### src/pim_pkg.sv
`default_nettype none
package pim_pkg;
  localparam int          REG_ADDR_W        = 5;
  localparam int          REG_DATA_W        = 16;
  // management register addresses touched by this block
  localparam logic [4:0]  ADDR_BASIC_STATUS = 5'h01;
  localparam logic [4:0]  ADDR_AN_EXPANSION = 5'h06;
  localparam logic [4:0]  ADDR_MODE_CTRL    = 5'h11;
  localparam logic [4:0]  ADDR_IRQ_FLAGS    = 5'h1D;
  localparam logic [4:0]  ADDR_IRQ_MASK     = 5'h1E;
  // source bit positions, shared by flag and mask registers
  localparam int          SRC_ENERGY        = 7;
  localparam int          SRC_AN_DONE       = 6;
  localparam int          SRC_REM_FAULT     = 5;
  localparam int          SRC_LINK_DOWN     = 4;
  localparam int          SRC_LP_ACK        = 3;
  localparam int          SRC_PAR_FAULT     = 2;
  localparam int          SRC_PAGE_RX       = 1;
  localparam int          ALT_SEL_BIT       = 6;
  localparam logic [15:0] SRC_VALID_MASK    = 16'h00FE;
  localparam logic [15:0] FLAGS_RESET       = 16'h0080;
  localparam logic [15:0] MASK_RESET        = 16'h0000;
  localparam logic [7:0]  ACT_PREV_RESET    = 8'h80;
  // energy-loss pulse length
  localparam int          CLK_HZ            = 100_000_000;
  localparam int          ENERGY_PULSE_MS   = 256;
  localparam int          ENERGY_PULSE_CYC  = ENERGY_PULSE_MS * (CLK_HZ / 1000);
  localparam int          PULSE_CNT_W       = 25;
endpackage : pim_pkg
`default_nettype wire

### src/pim_irq_ctrl.sv
`default_nettype none
module pim_irq_ctrl
  import pim_pkg::*;
#(
  parameter int ENERGY_PULSE_CYCLES = ENERGY_PULSE_CYC
) (
  input  wire logic                  mclk_i,
  input  wire logic                  resetn_i,
  input  wire logic [REG_ADDR_W-1:0] reg_addr_i,
  input  wire logic                  reg_rd_i,
  input  wire logic                  reg_wr_i,
  input  wire logic [REG_DATA_W-1:0] reg_wdata_i,
  output logic      [REG_DATA_W-1:0] reg_rdata_o,
  input  wire logic                  line_energy_present_i,
  input  wire logic                  an_complete_i,
  input  wire logic                  remote_fault_i,
  input  wire logic                  link_status_i,
  input  wire logic                  lp_ack_i,
  input  wire logic                  par_fault_i,
  input  wire logic                  page_rx_i,
  input  wire logic                  an_restart_i,
  output logic                       alt_irq_scheme_sel_o,
  output logic                       irq_out_low_o
);
  logic [15:0] flags_reg;
  logic [15:0] flags_next;
  logic [15:0] mask_reg;
  logic [15:0] mask_next;
  logic        alt_next;
  logic [7:0]  act_prev_reg;
  logic        armed_reg;
  logic        armed_next;
  logic        irq_next;
  logic [15:0] rdata_next;
  logic [7:0]  act;
  logic [7:0]  set_ev;
  logic [7:0]  fall_ev;
  logic [7:0]  clr;
  logic        rd_flags;
  logic        rd_status;
  logic        rd_expan;
  logic        pulse_start;
  logic        pulse_abort;
  logic        pulse_busy;

  function automatic logic hit(input logic strobe, input logic [4:0] addr,
                               input logic [4:0] want);
    hit = strobe && (addr == want);
  endfunction : hit

  // link source is active when the link is down
  assign act = {line_energy_present_i, an_complete_i, remote_fault_i, ~link_status_i,
                lp_ack_i, par_fault_i, page_rx_i, 1'b0};
  assign set_ev   = act & ~act_prev_reg;
  assign fall_ev  = ~act & act_prev_reg;
  assign rd_flags  = hit(reg_rd_i, reg_addr_i, ADDR_IRQ_FLAGS);
  assign rd_status = hit(reg_rd_i, reg_addr_i, ADDR_BASIC_STATUS);
  assign rd_expan  = hit(reg_rd_i, reg_addr_i, ADDR_AN_EXPANSION);

  always_comb begin
    clr = 8'h00;
    if (!alt_irq_scheme_sel_o) begin
      clr = fall_ev;
      clr[SRC_LINK_DOWN] = 1'b0;
      if (rd_flags) begin
        clr = 8'hFE;
      end
      if (rd_status) begin
        clr[SRC_REM_FAULT] = 1'b1;
        clr[SRC_LINK_DOWN] = 1'b1;
      end
      if (rd_expan || an_restart_i || set_ev[SRC_LINK_DOWN]) begin
        clr[SRC_PAR_FAULT] = 1'b1;
        clr[SRC_PAGE_RX]   = 1'b1;
      end
    end else if (hit(reg_wr_i, reg_addr_i, ADDR_IRQ_FLAGS)) begin
      // recheck only sources whose release condition holds now
      clr = reg_wdata_i[7:0] & ~act;
    end
    clr = clr & SRC_VALID_MASK[7:0];
  end

  always_comb begin
    // a new event in the same cycle as a clear keeps the flag set
    flags_next = (flags_reg & ~{8'h00, clr}) | {8'h00, set_ev};
    flags_next = flags_next & SRC_VALID_MASK;
    mask_next  = mask_reg;
    alt_next   = alt_irq_scheme_sel_o;
    if (hit(reg_wr_i, reg_addr_i, ADDR_IRQ_MASK)) begin
      mask_next = reg_wdata_i & SRC_VALID_MASK;
    end
    if (hit(reg_wr_i, reg_addr_i, ADDR_MODE_CTRL)) begin
      alt_next = reg_wdata_i[ALT_SEL_BIT];
    end
    // arm when the energy flag is released while energy is still on the line
    armed_next  = armed_reg;
    pulse_start = 1'b0;
    if (mask_reg[SRC_ENERGY] && flags_reg[SRC_ENERGY] && !flags_next[SRC_ENERGY] &&
        line_energy_present_i) begin
      armed_next = 1'b1;
    end
    if (armed_reg && fall_ev[SRC_ENERGY]) begin
      pulse_start = 1'b1;
      armed_next  = 1'b0;
    end
    if (!mask_reg[SRC_ENERGY]) begin
      armed_next = 1'b0;
    end
    pulse_abort = !mask_reg[SRC_ENERGY];
    irq_next = ~(|(flags_reg & mask_reg) || pulse_busy);
    rdata_next = reg_rdata_o;
    if (reg_rd_i) begin
      unique case (reg_addr_i)
        ADDR_IRQ_FLAGS: rdata_next = flags_reg;
        ADDR_IRQ_MASK:  rdata_next = mask_reg;
        ADDR_MODE_CTRL: rdata_next = 16'(alt_irq_scheme_sel_o) << ALT_SEL_BIT;
        default:        rdata_next = 16'h0000;
      endcase
    end
  end

  always_ff @(posedge mclk_i) begin
    if (!resetn_i) begin
      flags_reg            <= FLAGS_RESET;
      mask_reg             <= MASK_RESET;
      alt_irq_scheme_sel_o <= 1'b0;
      act_prev_reg         <= ACT_PREV_RESET;
      armed_reg            <= 1'b0;
      irq_out_low_o        <= 1'b1;
      reg_rdata_o          <= 16'h0000;
    end else begin
      flags_reg            <= flags_next;
      mask_reg             <= mask_next;
      alt_irq_scheme_sel_o <= alt_next;
      act_prev_reg         <= act;
      armed_reg            <= armed_next;
      irq_out_low_o        <= irq_next;
      reg_rdata_o          <= rdata_next;
    end
  end

  // holds the interrupt low through the energy-loss pulse
  pim_pulse_timer #(
    .CNT_W  (PULSE_CNT_W),
    .CYCLES (ENERGY_PULSE_CYCLES)
  ) pim_pulse_timer_inst (
    .mclk_i   (mclk_i),
    .resetn_i (resetn_i),
    .start_i  (pulse_start),
    .abort_i  (pulse_abort),
    .busy_o   (pulse_busy)
  );

  property p_irq_gate;
    @(posedge mclk_i) disable iff (!resetn_i)
    ((flags_reg & mask_reg) != 16'h0000) |=> !irq_out_low_o;
  endproperty
  a_irq_gate: assert property (p_irq_gate) else $error("irq not low with enabled flag");

  property p_irq_idle;
    @(posedge mclk_i) disable iff (!resetn_i)
    ((flags_reg & mask_reg) == 16'h0000 && !pulse_busy) |=> irq_out_low_o;
  endproperty
  a_irq_idle: assert property (p_irq_idle) else $error("irq low with nothing pending");

  property p_reset_primary;
    @(posedge mclk_i) disable iff (!resetn_i)
    $past(!resetn_i) |-> (!alt_irq_scheme_sel_o && flags_reg == FLAGS_RESET &&
                          mask_reg == MASK_RESET);
  endproperty
  a_reset_primary: assert property (p_reset_primary) else $error("bad reset state");

  property p_assert_event;
    @(posedge mclk_i) disable iff (!resetn_i)
    (mask_reg[SRC_AN_DONE] && !an_complete_i ##1 an_complete_i && mask_reg[SRC_AN_DONE])
      |=> flags_reg[SRC_AN_DONE] ##1 !irq_out_low_o;
  endproperty
  a_assert_event: assert property (p_assert_event) else $error("event missed");

  property p_read_clears;
    @(posedge mclk_i) disable iff (!resetn_i)
    (!alt_irq_scheme_sel_o && rd_flags && set_ev == 8'h00) |=> flags_reg == 16'h0000;
  endproperty
  a_read_clears: assert property (p_read_clears) else $error("flag read did not clear");

  property p_link_holds;
    @(posedge mclk_i) disable iff (!resetn_i)
    (!alt_irq_scheme_sel_o && flags_reg[SRC_LINK_DOWN] && !reg_rd_i) |=> flags_reg[SRC_LINK_DOWN];
  endproperty
  a_link_holds: assert property (p_link_holds) else $error("link down flag lost");

  property p_restart_clears;
    @(posedge mclk_i) disable iff (!resetn_i)
    (!alt_irq_scheme_sel_o && an_restart_i && !set_ev[SRC_PAR_FAULT]) |=> !flags_reg[SRC_PAR_FAULT];
  endproperty
  a_restart_clears: assert property (p_restart_clears) else $error("restart kept fault");

  property p_alt_recheck;
    @(posedge mclk_i) disable iff (!resetn_i)
    (alt_irq_scheme_sel_o && hit(reg_wr_i, reg_addr_i, ADDR_IRQ_FLAGS) && flags_reg[SRC_ENERGY] &&
     reg_wdata_i[SRC_ENERGY]) |=> (flags_reg[SRC_ENERGY] == $past(line_energy_present_i));
  endproperty
  a_alt_recheck: assert property (p_alt_recheck) else $error("recheck wrong");

  property p_alt_no_edge_clear;
    @(posedge mclk_i) disable iff (!resetn_i)
    (alt_irq_scheme_sel_o && flags_reg[SRC_AN_DONE] && !reg_wr_i) |=> flags_reg[SRC_AN_DONE];
  endproperty
  a_alt_no_edge_clear: assert property (p_alt_no_edge_clear)
    else $error("alt flag self cleared");

  property p_mask_release;
    @(posedge mclk_i) disable iff (!resetn_i)
    (mask_reg == 16'h0000 && !pulse_busy) |=> irq_out_low_o;
  endproperty
  a_mask_release: assert property (p_mask_release) else $error("masked irq still low");

  property p_reserved_zero;
    @(posedge mclk_i) disable iff (!resetn_i)
    ((mask_reg | flags_reg) & ~SRC_VALID_MASK) == 16'h0000;
  endproperty
  a_reserved_zero: assert property (p_reserved_zero)
    else $error("reserved bit set");

  property p_energy_pulse;
    @(posedge mclk_i) disable iff (!resetn_i)
    (armed_reg && fall_ev[SRC_ENERGY] && mask_reg[SRC_ENERGY]) |=> pulse_busy ##1 !irq_out_low_o;
  endproperty
  a_energy_pulse: assert property (p_energy_pulse) else $error("energy pulse missing");

  c_alt_clear: cover property (@(posedge mclk_i) disable iff (!resetn_i)
    alt_irq_scheme_sel_o && hit(reg_wr_i, reg_addr_i, ADDR_IRQ_FLAGS) && clr != 8'h00);
  c_pulse: cover property (@(posedge mclk_i) disable iff (!resetn_i) pulse_start);
  c_link_irq: cover property (@(posedge mclk_i) disable iff (!resetn_i)
    set_ev[SRC_LINK_DOWN] && mask_reg[SRC_LINK_DOWN]);
  c_energy_arm: cover property (@(posedge mclk_i) disable iff (!resetn_i)
    armed_next && !armed_reg);
  c_alt_keep: cover property (@(posedge mclk_i) disable iff (!resetn_i)
    alt_irq_scheme_sel_o && hit(reg_wr_i, reg_addr_i, ADDR_IRQ_FLAGS) && clr == 8'h00);

  property p_status_read_clears;
    @(posedge mclk_i) disable iff (!resetn_i)
    (!alt_irq_scheme_sel_o && rd_status && !set_ev[SRC_REM_FAULT])
      |=> !flags_reg[SRC_REM_FAULT];
  endproperty
  a_status_read_clears: assert property (p_status_read_clears)
    else $error("status read kept fault");

  property p_link_loss_clears;
    @(posedge mclk_i) disable iff (!resetn_i)
    (!alt_irq_scheme_sel_o && (rd_expan || set_ev[SRC_LINK_DOWN]) && !set_ev[SRC_PAGE_RX])
      |=> !flags_reg[SRC_PAGE_RX];
  endproperty
  a_link_loss_clears: assert property (p_link_loss_clears)
    else $error("page flag kept");

  // a flag write in the primary scheme must never release anything
  property p_primary_wr_ignored;
    @(posedge mclk_i) disable iff (!resetn_i)
    (!alt_irq_scheme_sel_o && hit(reg_wr_i, reg_addr_i, ADDR_IRQ_FLAGS) && !reg_rd_i &&
     fall_ev == 8'h00 && !an_restart_i && !set_ev[SRC_LINK_DOWN])
      |=> (flags_reg & $past(flags_reg)) == $past(flags_reg);
  endproperty
  a_primary_wr_ignored: assert property (p_primary_wr_ignored)
    else $error("flag write acted in primary scheme");

  property p_event_latches;
    @(posedge mclk_i) disable iff (!resetn_i)
    (set_ev != 8'h00) |=> (flags_reg[7:0] & $past(set_ev)) == $past(set_ev);
  endproperty
  a_event_latches: assert property (p_event_latches)
    else $error("event not latched");

  property p_scheme_holds;
    @(posedge mclk_i) disable iff (!resetn_i)
    !hit(reg_wr_i, reg_addr_i, ADDR_MODE_CTRL)
      |=> alt_irq_scheme_sel_o == $past(alt_irq_scheme_sel_o);
  endproperty
  a_scheme_holds: assert property (p_scheme_holds)
    else $error("scheme changed without a write");
endmodule : pim_irq_ctrl
`default_nettype wire

### src/pim_pulse_timer.sv
`default_nettype none
module pim_pulse_timer
  import pim_pkg::*;
#(
  parameter int CNT_W  = PULSE_CNT_W,
  parameter int CYCLES = ENERGY_PULSE_CYC
) (
  input  wire logic mclk_i,
  input  wire logic resetn_i,
  input  wire logic start_i,
  input  wire logic abort_i,
  output logic      busy_o
);
  logic [CNT_W-1:0] cnt_reg;
  logic [CNT_W-1:0] cnt_next;
  logic             busy_next;

  always_comb begin
    cnt_next  = cnt_reg;
    busy_next = busy_o;
    if (abort_i) begin
      cnt_next  = '0;
      busy_next = 1'b0;
    end else if (start_i) begin
      cnt_next  = CNT_W'(CYCLES - 1);
      busy_next = 1'b1;
    end else if (busy_o) begin
      if (cnt_reg == '0) begin
        busy_next = 1'b0;
      end else begin
        cnt_next = cnt_reg - CNT_W'(1);
      end
    end
  end

  always_ff @(posedge mclk_i) begin
    if (!resetn_i) begin
      cnt_reg <= '0;
      busy_o  <= 1'b0;
    end else begin
      cnt_reg <= cnt_next;
      busy_o  <= busy_next;
    end
  end
endmodule : pim_pulse_timer
`default_nettype wire
### config.mk
export PLATFORM = sky130hd
export DESIGN_NAME = pim_irq_ctrl
export DESIGN_NICKNAME = d
export VERILOG_FILES = /design/src/pim_pkg.sv /design/src/pim_irq_ctrl.sv /design/src/pim_pulse_timer.sv
export SDC_FILE = /design/constraint.sdc
export NUM_CORES = 1
export LEC_CHECK = 0
export ABC_CLOCK_PERIOD_IN_PS = 5900
export BUFFER_PORTS_ARGS = -buffer_cell sky130_fd_sc_hd__buf_2
export CORE_ASPECT_RATIO = 0.8
export CORE_MARGIN = 3
export CORE_UTILIZATION = 60
export CTS_CLUSTER_DIAMETER = 60
export CTS_CLUSTER_SIZE = 10
export DETAILED_ROUTE_END_ITERATION = 16
export GPL_ROUTABILITY_DRIVEN = 0
export PLACE_DENSITY = 0.85
export SYNTH_ARGS = -nofsm -noshare
export SYNTH_HDL_FRONTEND = slang
export SYNTH_SLANG_ARGS = --single-unit
### constraint.sdc
create_clock -name mclk_i -period 5.9 [get_ports mclk_i]
set_clock_uncertainty 0.1 [all_clocks]
set_input_delay 0.295 -clock mclk_i [delete_from_list [all_inputs] [get_ports mclk_i]]
set_output_delay 0.295 -clock mclk_i [all_outputs]
set_load 0.01 [all_outputs]
Yosys cells after proc, flatten, opt, wreduce, memory -nomap -nowiden
Index checks and enable logic that the tools add are counted.
- logic and storage cells: 67
- bits in read-only memories: 0
- output and inout port bits: 18
- memories kept: 0
- latch bits: 0
- bits of input ports: 33
- RAM bits: 0
- bits in registers: 67
- shifts and indexed selects: 0
- bitwise logic cells: 14
- div/mod/pow operators: 0
- equal/unequal tests: 6
- reduce and logical (&&, ||, !) cells: 22
- add/subtract/negate cells: 1
- multipliers: 0
- mux-type cells: 13
- magnitude comparators: 0
- operator list (operator ; number):
    two-way mux 25 bit ; 3
    AND 8 bit ; 5
    zero test 25 bit ; 1
    subtractor 25 x 1 -> 25 bit (second input constant) ; 1
    two-way mux 8 bit ; 3
    inverter 8 bit ; 3
    case mux 8 bit (3 select lines) ; 1
    OR reduction 16 bit ; 1
    equality test 5 bit (second input constant) ; 3
    logical AND 1 bit ; 10
    bitwise OR 8 bit ; 1
    AND reduction 2 bit ; 3
    OR reduction 3 bit ; 2
    equality test 5 x 1 -> 1 bit (second input constant) ; 1
    equality test 5 x 3 -> 1 bit (second input constant) ; 1
    inverter 1 bit ; 5
    two-way mux 1 bit ; 4
    two-way mux 2 bit ; 2
    logical OR 1 bit ; 3
    != test 2 x 1 -> 1 bit (second input constant) ; 1
    nonzero test 2 bit ; 1
    zero test 1 bit ; 1

Depth between registers and ports, before layout
Gate-level depths: netlist of run 1.
- depth after elaboration: 12
- mapped depth: 9

Cells and area by module
From an unflattened synthesis of run 1, not the netlist that was laid out.
- cells, all modules: 345
- area total of the unflattened synthesis: 2999.1 µm²
- modules (own cells, without submodules) (module ; cells each ; sequential area each (µm²) ; instances ; area each (µm²)):
    pim_irq_ctrl ; 187 ; 620.6 ; 1 ; 1566.5
    pim_pulse_timer ; 158 ; 520.5 ; 1 ; 1432.6

Worst setup path after synthesis of run 1
No wires, ideal clock.
- path kind: reg2reg
- start point: register pim_pulse_timer_inst.cnt_reg[2]
- end point: register pim_pulse_timer_inst.cnt_reg[1]
- required time: 5728 ps
- clock period less this slack: 2153 ps
- setup slack: 3747 ps
- cell stages (with the launch flop): 8
- data arrival time: 1981 ps
- path buffers: 2
- cells stage by stage: dfxtp_1 or4_1 and4bb_1 buf_6 a31o_4 buf_8 mux2_1 a21oi_1
- longest elaborated chain between the ends: 3
- ends and longest elaborated chain (item ; line ; RTL):
    from (decl) ; pim_pulse_timer.sv:14 ; logic [CNT_W-1:0] cnt_reg;
    from (signal assigned) ; pim_pulse_timer.sv:41 ; cnt_reg <= cnt_next;
    zero test 25 bit ; pim_pulse_timer.sv:28 ; if (cnt_reg == '0) begin
    != test 2 x 1 -> 1 bit (no source line) ; -- ;
    AND reduction 2 bit (no source line) ; -- ;
No other way between the ends.
A chain may end at the register's enable or synchronous reset.

Worst setup path after layout of run 1
Same ends and word-level chain as after synthesis.

==> metrics, run 1 <==
register area share after synthesis=about two fifths; Clk network pwr share=about 45%; Max-cap violations=0; worst setup margin=~3200 ps; All-Layer GR Usage=22.9%; arrival time of the worst setup path=roughly 2900 ps; Finished Core Util=between 60 and 70%; TritonCTS clock tree=done; drt pass-1 iters=4; internal power=between 0.0006 and 0.0007 W; Core ar.=roughly 4600 um^2; commonest non-fill, non-tap cell in the layout=dfxtp_1; cts hold-fix bufs=0; pre-CTS setup slack=approximately 3200 ps; pin count of the biggest net entering global routing=35; Placed Cells incl. Taps=392; worst r2r path cells=5; Peak supply drop=0.000224 V; power density over cell area=approximately 250 nW/um^2; final WL=between 6000 and 7000 um; Final Non-Filler Cells=roughly 400; CP Class=reg -> reg; Max-slew headroom=22.3%; Largest register FFs=25; via count=~2,400; chip width=approximately 84 um; share of layout cells above drive strength 1=16.4%; Hold Crit Depth=2; CTS Buffer Depth=2; Avg Synthesized Cell Area=around 9 um^2; most frequent cells in the layout=dfxtp_1 (57), buf_2 (32), a21oi_1 (23), xnor2_1 (19), inv_1 (16); number of global-route vias before repair=2,281; Leak=approximately 1.2 nW; first-pass GRT wire length=~10,000 um; Hold Vio Cnt, Final=0; status=finished clean; HP Start=link_status_i; vias per cell=approximately 6; fillers=360; Mapped Area=2920 um^2; H-tree levels=3; Finish-stage setup viols=0; Die ar.=between 5000 and 6000 um^2; Comb pwr share=under 10%; Critical Path RT=6060 ps; DP HPWL=4390 um; WL per Instance=approximately 15 um; Ys Warns=0; TritonCTS Buffers=9; Switching Power=0.000180 W; Seq cells post-synth=57; Post-synth EDFFs=0; Die Y=68.4 um; Setup TNS=0 ps; Post-CTS Resized=0; std cell rows=22; Critical path origin=pim_pulse_timer_inst.cnt_reg[2]; Final min period=around 2700 ps; Antenna Nets Post-Route=0; crit start category=flop; min-delay worst type=in -> reg; # diodes=0; Residual DRC=0; final worst path period share=~46%; Overflow after GRT=0; postcts setup bufs=0; Top-Level Pins=between 50 and 60; clock latency at the later pin of the worst-skew pair=about 340 ps; maximum clock rate=~370 MHz; port buffer count=32; net switching fraction of the power=between 20% and 30%; nets=about 380; Worst Tran Pin Value=1160 ps; Clk pin slew, worst setup/hold paths=approximately 60 ps; Starting DRT DRC Count=roughly 180; Synth-to-Final Area Change=10.3%; clock sink total=between 50 and 60; Yosys cell types=61; Slew Viols, Final=0; CTS root buf=clkbuf_8; reg-to-reg startpoint=pim_pulse_timer_inst.cnt_reg[2]; Top FF cell, synth=dfxtp_1; initial antenna violation count=0; FFs w/ async S/R, synth=0%; RSZ-0062 raised after global routing=no; Crit. End Element=flop; Seq pwr share=between 50% and 60%; CP max FO=19; post-route cell area=around 3200 um^2; Post-Syn Instances=about 320; Placement Cell Area=3030 um^2; starting density of the core=between 60% and 70%
cell usage after synthesis, drive strengths merged (7+ instances only):
cell type   n  area (um^2)
a211oi      7         57.6
a21oi      24          124
a22oi       8         60.1
a31oi       7         43.8
and2       11         68.8
buf        14          111
clkbuf     11         41.3
dfxtp      57         1140
inv        16         60.1
mux2i       8         80.1
nand2      14         52.6
nand3       8         40.0
nor2       14         52.6
nor2b      12         75.1
nor3        8         40.0
nor4        7         80.1
o22ai       8         50.1
xnor2      19          166
area by class of cell:
cell class | instances | area, um^2 | area share, %
timing repair buffer | 32 | 160 | 4.98
clock buffer | 13 | 149 | 4.63
multi-input combinational | 227 | 1590 | 49.5
tap | 60 | 75.1 | 2.33
clock inverter | 3 | 40.0 | 1.24
sequential | 57 | 1140 | 35.5
inverter | 16 | 60.1 | 1.87
routing by layer:
| metal | vias to the layer above | wire length [um] | global-route usage, % | part of all wire (%) |
|---|---|---|---|---|
| li1 | 1206 | - | - | - |
| met1 | 1120 | 2960 | 30.4 | 48 |
| met2 | 81 | 2690 | 35.2 | 43 |
| met3 | 9 | 486 | 6.14 | 7.8 |
| met4 | 0 | 91 | 10.0 | 1.5 |
| met5 | - | 0 | 0 | 0 |
power groups by stage:
| stage | Sequential, W | Clock, W | Combinational (W) |
|---|---|---|---|
| 6_report | 0.000399 | 0.000355 | 0.0000435 |
| 5_1_grt | 0.000399 | 0.000374 | 0.0000479 |
| 4_1_cts | 0.000398 | 0.000360 | 0.0000428 |
| 3_5_place_dp | 0.000407 | 0 | 0.0000425 |
| 3_3_place_gp | 0.000406 | 0 | 0.0000412 |
| 2_1_floorplan | 0.000405 | 0 | 0.0000306 |
cell families (layout without fill, tap and decap cells):
group	count (synthesis)	in the layout	share of synthesized area, %
XOR/XNOR	19	19	5.71
buffers and inverters	41	64	7.29
AND/OR/NAND/NOR	101	101	21.8
multiplexers	9	9	3.13
flip-flops	57	57	39.1
other	1	9	0.129
AO/OA/AOI/OAI	87	87	22.0
adder cells (fa/ha/maj)	2	2	0.858
per-stage QoR:
step,power (W),hold WS (ps)
2_1_floorplan,0.000436,267
3_3_place_gp,0.000448,295
3_5_place_dp,0.000449,300
4_1_cts,0.000801,33.6
5_1_grt,0.000821,49.7
6_report,0.000797,48.0
path summary, 6_finish.rpt:
| kind | end | slack [ps] |
|---|---|---|
| hold / removal | act_prev_reg[4] | 50 |
| hold reg to reg | flags_reg[2] | 310 |
| setup / recovery | pim_pulse_timer_inst.cnt_reg[1] | 3170 |
| setup reg to reg | pim_pulse_timer_inst.cnt_reg[1] | 3170 |
worst max-delay path, cell delays in order (launching register included):
cell      delay [ps]
dfxtp_1          360
or4_1            570
and4bb_1         780
a31o_4           350
mux2_1           350
a21oi_1          130
Power figures use the tool's default switching activity.
==> inputs of run 2 (changes only) <==
Settings changed: ABC_CLOCK_PERIOD_IN_PS 5900 to 2800, CORE_UTILIZATION 60 to 56, PLACE_DENSITY 0.85 to 0.8.
Clock period 5.9 ns to 2.8 ns, I/O delays scaled along.
==> metrics, run 2 (same netlist as run 1, synthesis figures left out) <==
status=finished clean; crit-path cells=or4_1 -> and4bb_1 -> buf_4 -> a311oi_1 -> xnor2_1 -> a21oi_1; Clk pin slew, worst setup/hold paths=approximately 70 ps; port buffer count=32; Final min period=2260 ps; final worst path period share=80.8%; first-pass GRT wire length=approximately 11,000 um; clock latency at the later pin of the worst-skew pair=roughly 340 ps; via count=between 2,000 and 3,000; std cell rows=22; nets=between 300 and 400; CTS Buffer Depth=2; WL per Instance=between 15 and 20 um; Starting DRT DRC Count=190; min-delay worst type=in -> reg; Slew Viols, Final=0; Die ar.=slightly above 6000 um^2; Critical-path top delay cell=or4_1; Finished Core Util=~70%; number of global-route vias before repair=2,246; Post-CTS Resized=0; CP Class=reg -> reg; TritonCTS clock tree=done; DP HPWL=around 4600 um; hold worst-path end=mask_reg[2]; critical path's top delay family=simple AND/OR/NAND/NOR gates; Antenna Nets Post-Route=0; Top-Level Pins=51; commonest non-fill, non-tap cell in the layout=dfxtp_1; worst path bufs/invs=1; initial antenna violation count=0; hold_ws=between 10 and 15 ps; chip width=roughly 87 um; clock sink total=57; All-Layer GR Usage=between 20% and 30%; Synth-to-Final Area Change=15.4%; reg-to-reg startpoint=pim_pulse_timer_inst.cnt_reg[2]; # diodes=0; Crit. End Element=flop; most frequent cells in the layout=dfxtp_1 (57), buf_2 (32), a21oi_1 (23), xnor2_1 (19), inv_1 (16); Overflow after GRT=0; Leak=approximately 1.2 nW; Largest register FFs=25; drt pass-1 iters=5; pin count of the biggest net entering global routing=35; worst r2r path cells=6; Residual DRC=0; share of layout cells above drive strength 1=17.8%; Setup TNS=0 ps; HP Start=reg_wdata_i[2]; Critical Path RT=a little under 3000 ps; crit start category=flop; Peak supply drop=0.000348 V; Hold Crit Depth=3; H-tree levels=3; RSZ-0062 raised after global routing=no; CP max FO=16; Hold Vio Cnt, Final=0; TritonCTS Buffers=9; CP peak stage delay=590 ps; FF-to-FF End=pim_pulse_timer_inst.cnt_reg[4]; vias per cell=between 6 and 7; Worst Tran Pin Value=709 ps; maximum clock rate=between 400 and 500 MHz; CTS root buf=clkbuf_8; postcts setup bufs=0; Finish-stage setup viols=0; Core ar.=approximately 4800 um^2; arrival time of the worst setup path=approximately 2400 ps; Max-slew headroom=a little over half; reg2reg setup slack=540 ps; final WL=between 6000 and 7000 um; Die Y=roughly 70 um; Max-cap violations=0; starting density of the core=60.9%; power density over cell area=478 nW/um^2
## run 2: stage by stage
step	instances	worst slack, ps	total power [W]	area, um^2
after global routing	425	415	0.00167	3360
after detailed placement	398	591	0.000950	3070
final	425	539	0.00161	3360
after CTS	425	575	0.00162	3360
after global placement	398	617	0.000946	3070
after floorplan	325	647	0.000918	2950
## run 2: power breakdown
group | switching, W | internal (W)
clock | 0.000324 | 0.000335
sequential | 0.0000131 | 0.000827
combinational | 0.0000574 | 0.0000516
total | 0.000394 | 0.00121
## run 2: tightest hold or removal path: stages
cell and delay (ps):
buf_2 90, mux2i_1 60, nor2b_1 120
## run 2: final cells by class
| type | instances | area [um^2] |
|---|---|---|
| Tap cell | 60 | 75.1 |
| Sequential cell | 57 | 1140 |
| Timing Repair Buffer | 50 | 325 |
| Inverter | 16 | 60.1 |
| Multi-Input combinational cell | 227 | 1590 |
| Clock buffer | 10 | 138 |
| Fill cell | 373 | 1430 |
| Clock inverter | 5 | 32.5 |
## run 2: worst max-delay path by stage
stage | start | to | slack, ps | cells after the start
final | pim_pulse_timer_inst.cnt_reg[2] | pim_pulse_timer_inst.cnt_reg[4] | 540 | 6
after global routing | pim_pulse_timer_inst.cnt_reg[2] | pim_pulse_timer_inst.cnt_reg[2] | 410 | 6
after CTS | pim_pulse_timer_inst.cnt_reg[2] | pim_pulse_timer_inst.cnt_reg[1] | 580 | 5
after detailed placement | pim_pulse_timer_inst.cnt_reg[2] | pim_pulse_timer_inst.cnt_reg[1] | 590 | 5
after global placement | pim_pulse_timer_inst.cnt_reg[2] | pim_pulse_timer_inst.cnt_reg[1] | 620 | 5
after floorplan | pim_pulse_timer_inst.cnt_reg[2] | pim_pulse_timer_inst.cnt_reg[1] | 650 | 7
## run 2: repair_timing
| item | in CTS | in global routing |
|---|---|---|
| endpoints found under the hold margin | 13 | 0 |
| hold buffers | 12 | 0 |
| endpoints found under the setup margin | 0 | 0 |
## run 2: per-layer routing
layer | up-vias | routed length (um) | global-route usage (%)
met5 | - | 0 | 0
met4 | 0 | 80 | 5.88
met3 | 11 | 636 | 8.50
met2 | 130 | 2730 | 30.6
met1 | 1175 | 3250 | 34.0
li1 | 1243 | - | -
==> inputs of run 3 (changes only) <==
Settings changed: ABC_CLOCK_PERIOD_IN_PS 2800 to 2310.
Clock period 2.8 ns to 2.31 ns, I/O delays scaled along.
==> metrics, run 3 (same netlist as run 1, synthesis figures left out) <==
final WL=6850 um; Die Y=a little over 70 um; post-route cell area=about 3400 um^2; chip width=86.7 um; worst setup margin=around 140 ps; Crit. End Element=flop; Overflow after GRT=0; clock latency at the later pin of the worst-skew pair=~340 ps; Largest register FFs=25; Synth-to-Final Area Change=17.8%; Clk pin slew, worst setup/hold paths=~60 ps; Finish-stage setup viols=0; clock sink total=57; first-pass GRT wire length=about 12,000 um; worst path bufs/invs=1; Max-slew headroom=between 50% and 60%; CTS Buffer Depth=2; Peak supply drop=around 0.00041 V; CP max FO=18; power density over cell area=approximately 600 nW/um^2; hold_ws=slightly below 100 ps; initial antenna violation count=0; Die ar.=between 6000 and 7000 um^2; Leak=1.28 nW; H-tree levels=3; reg-to-reg startpoint=pim_pulse_timer_inst.cnt_reg[3]; Core ar.=between 4000 and 5000 um^2; Worst Tran Pin Value=about 710 ps; arrival time of the worst setup path=between 2000 and 2500 ps; pre-CTS setup slack=around 140 ps; TritonCTS clock tree=done; Antenna Nets Post-Route=0; postcts setup bufs=0; CTS root buf=clkbuf_8; crit start category=flop; RSZ-0062 raised after global routing=no; vias per cell=approximately 5.9; TritonCTS Buffers=9; Setup TNS=0 ps; pin count of the biggest net entering global routing=35; Final min period=around 2200 ps; Critical path origin=pim_pulse_timer_inst.cnt_reg[3]; share of layout cells above drive strength 1=a little under a fifth; DP HPWL=~4700 um; Post-CTS Resized=0; critical path's top delay family=simple AND/OR/NAND/NOR gates; Slew Viols, Final=0; std cell rows=22; CP Class=reg -> reg; status=finished clean; Top-Level Pins=roughly 50; number of global-route vias before repair=approximately 2,400; maximum clock rate=~460 MHz; port buffer count=32; HP Start=reg_wr_i; cts hold-fix bufs=14; Max-cap violations=0; most frequent cells in the layout=dfxtp_1 (57), buf_2 (32), a21oi_1 (23), xnor2_1 (19), inv_1 (16); CP peak stage delay=550 ps; WL per Instance=about 16 um; starting density of the core=between 60% and 70%; nets=402; Critical Path RT=between 2000 and 2500 ps; All-Layer GR Usage=between 20% and 30%; via count=2,535; commonest non-fill, non-tap cell in the layout=dfxtp_1; crit-path cells=or4_1 -> and4bb_1 -> buf_4 -> a311oi_1 -> xnor2_1 -> a21oi_1; final worst path period share=94.1%; drt pass-1 iters=5; Residual DRC=0; fillers=about 370; Power, Total=a little over 0.002 W; Starting DRT DRC Count=210; # diodes=0; Placement Cell Area=3100 um^2; min-delay worst type=in -> reg; Critical-path top delay cell=or4_1; Hold Vio Cnt, Final=0
==> run 3: stage by stage <==
stage,utilization [%],cells
6_report,71.8,432
5_1_grt,71.8,432
4_1_cts,71.8,432
3_5_place_dp,64.8,402
3_3_place_gp,64.8,402
2_1_floorplan,-,325
==> run 3: report_power, final <==
part | total, W | switching (W) | internal [W]
Clock | 0.000885 | 0.000382 | 0.000503
Sequential | 0.00102 | 0.0000164 | 0.00100
Combinational | 0.000133 | 0.0000686 | 0.0000647
Total | 0.00204 | 0.000467 | 0.00157
==> run 3: path summary, 6_finish.rpt <==
check                                    endpoint  cells past startpoint  slack (ps)
setup / recovery  pim_pulse_timer_inst.cnt_reg[4]                      6         140
hold / removal               alt_irq_scheme_sel_o                      4         100
setup reg to reg  pim_pulse_timer_inst.cnt_reg[4]                      6         140
hold reg to reg                      flags_reg[1]                      1         320
==> run 3: layout make-up <==
| cell class | count | area, um^2 | area share, % |
|---|---|---|---|
| multi-input cells | 227 | 1590 | 46.3 |
| flip-flops and latches | 57 | 1140 | 33.2 |
| repair buffers | 56 | 375 | 10.9 |
| clock buffers | 14 | 183 | 5.31 |
| well taps | 60 | 75.1 | 2.18 |
| inverters | 16 | 60.1 | 1.75 |
| clock inverters | 2 | 10.0 | 0.291 |
==> run 3: worst reg2reg max path: stages, from the launching register on <==
cell,delay [ps]
dfxtp_1,360
or4_1,550
and4bb_1,320
buf_4,260
a311oi_1,170
xnor2_1,180
a21oi_1,80
==> run 3: per-layer routing <==
layer | track usage, % | share of wire, %
met5 | 0 | 0
met2 | 33.5 | 43
met1 | 34.8 | 47
met4 | 7.44 | 1.6
met3 | 9.55 | 8.0
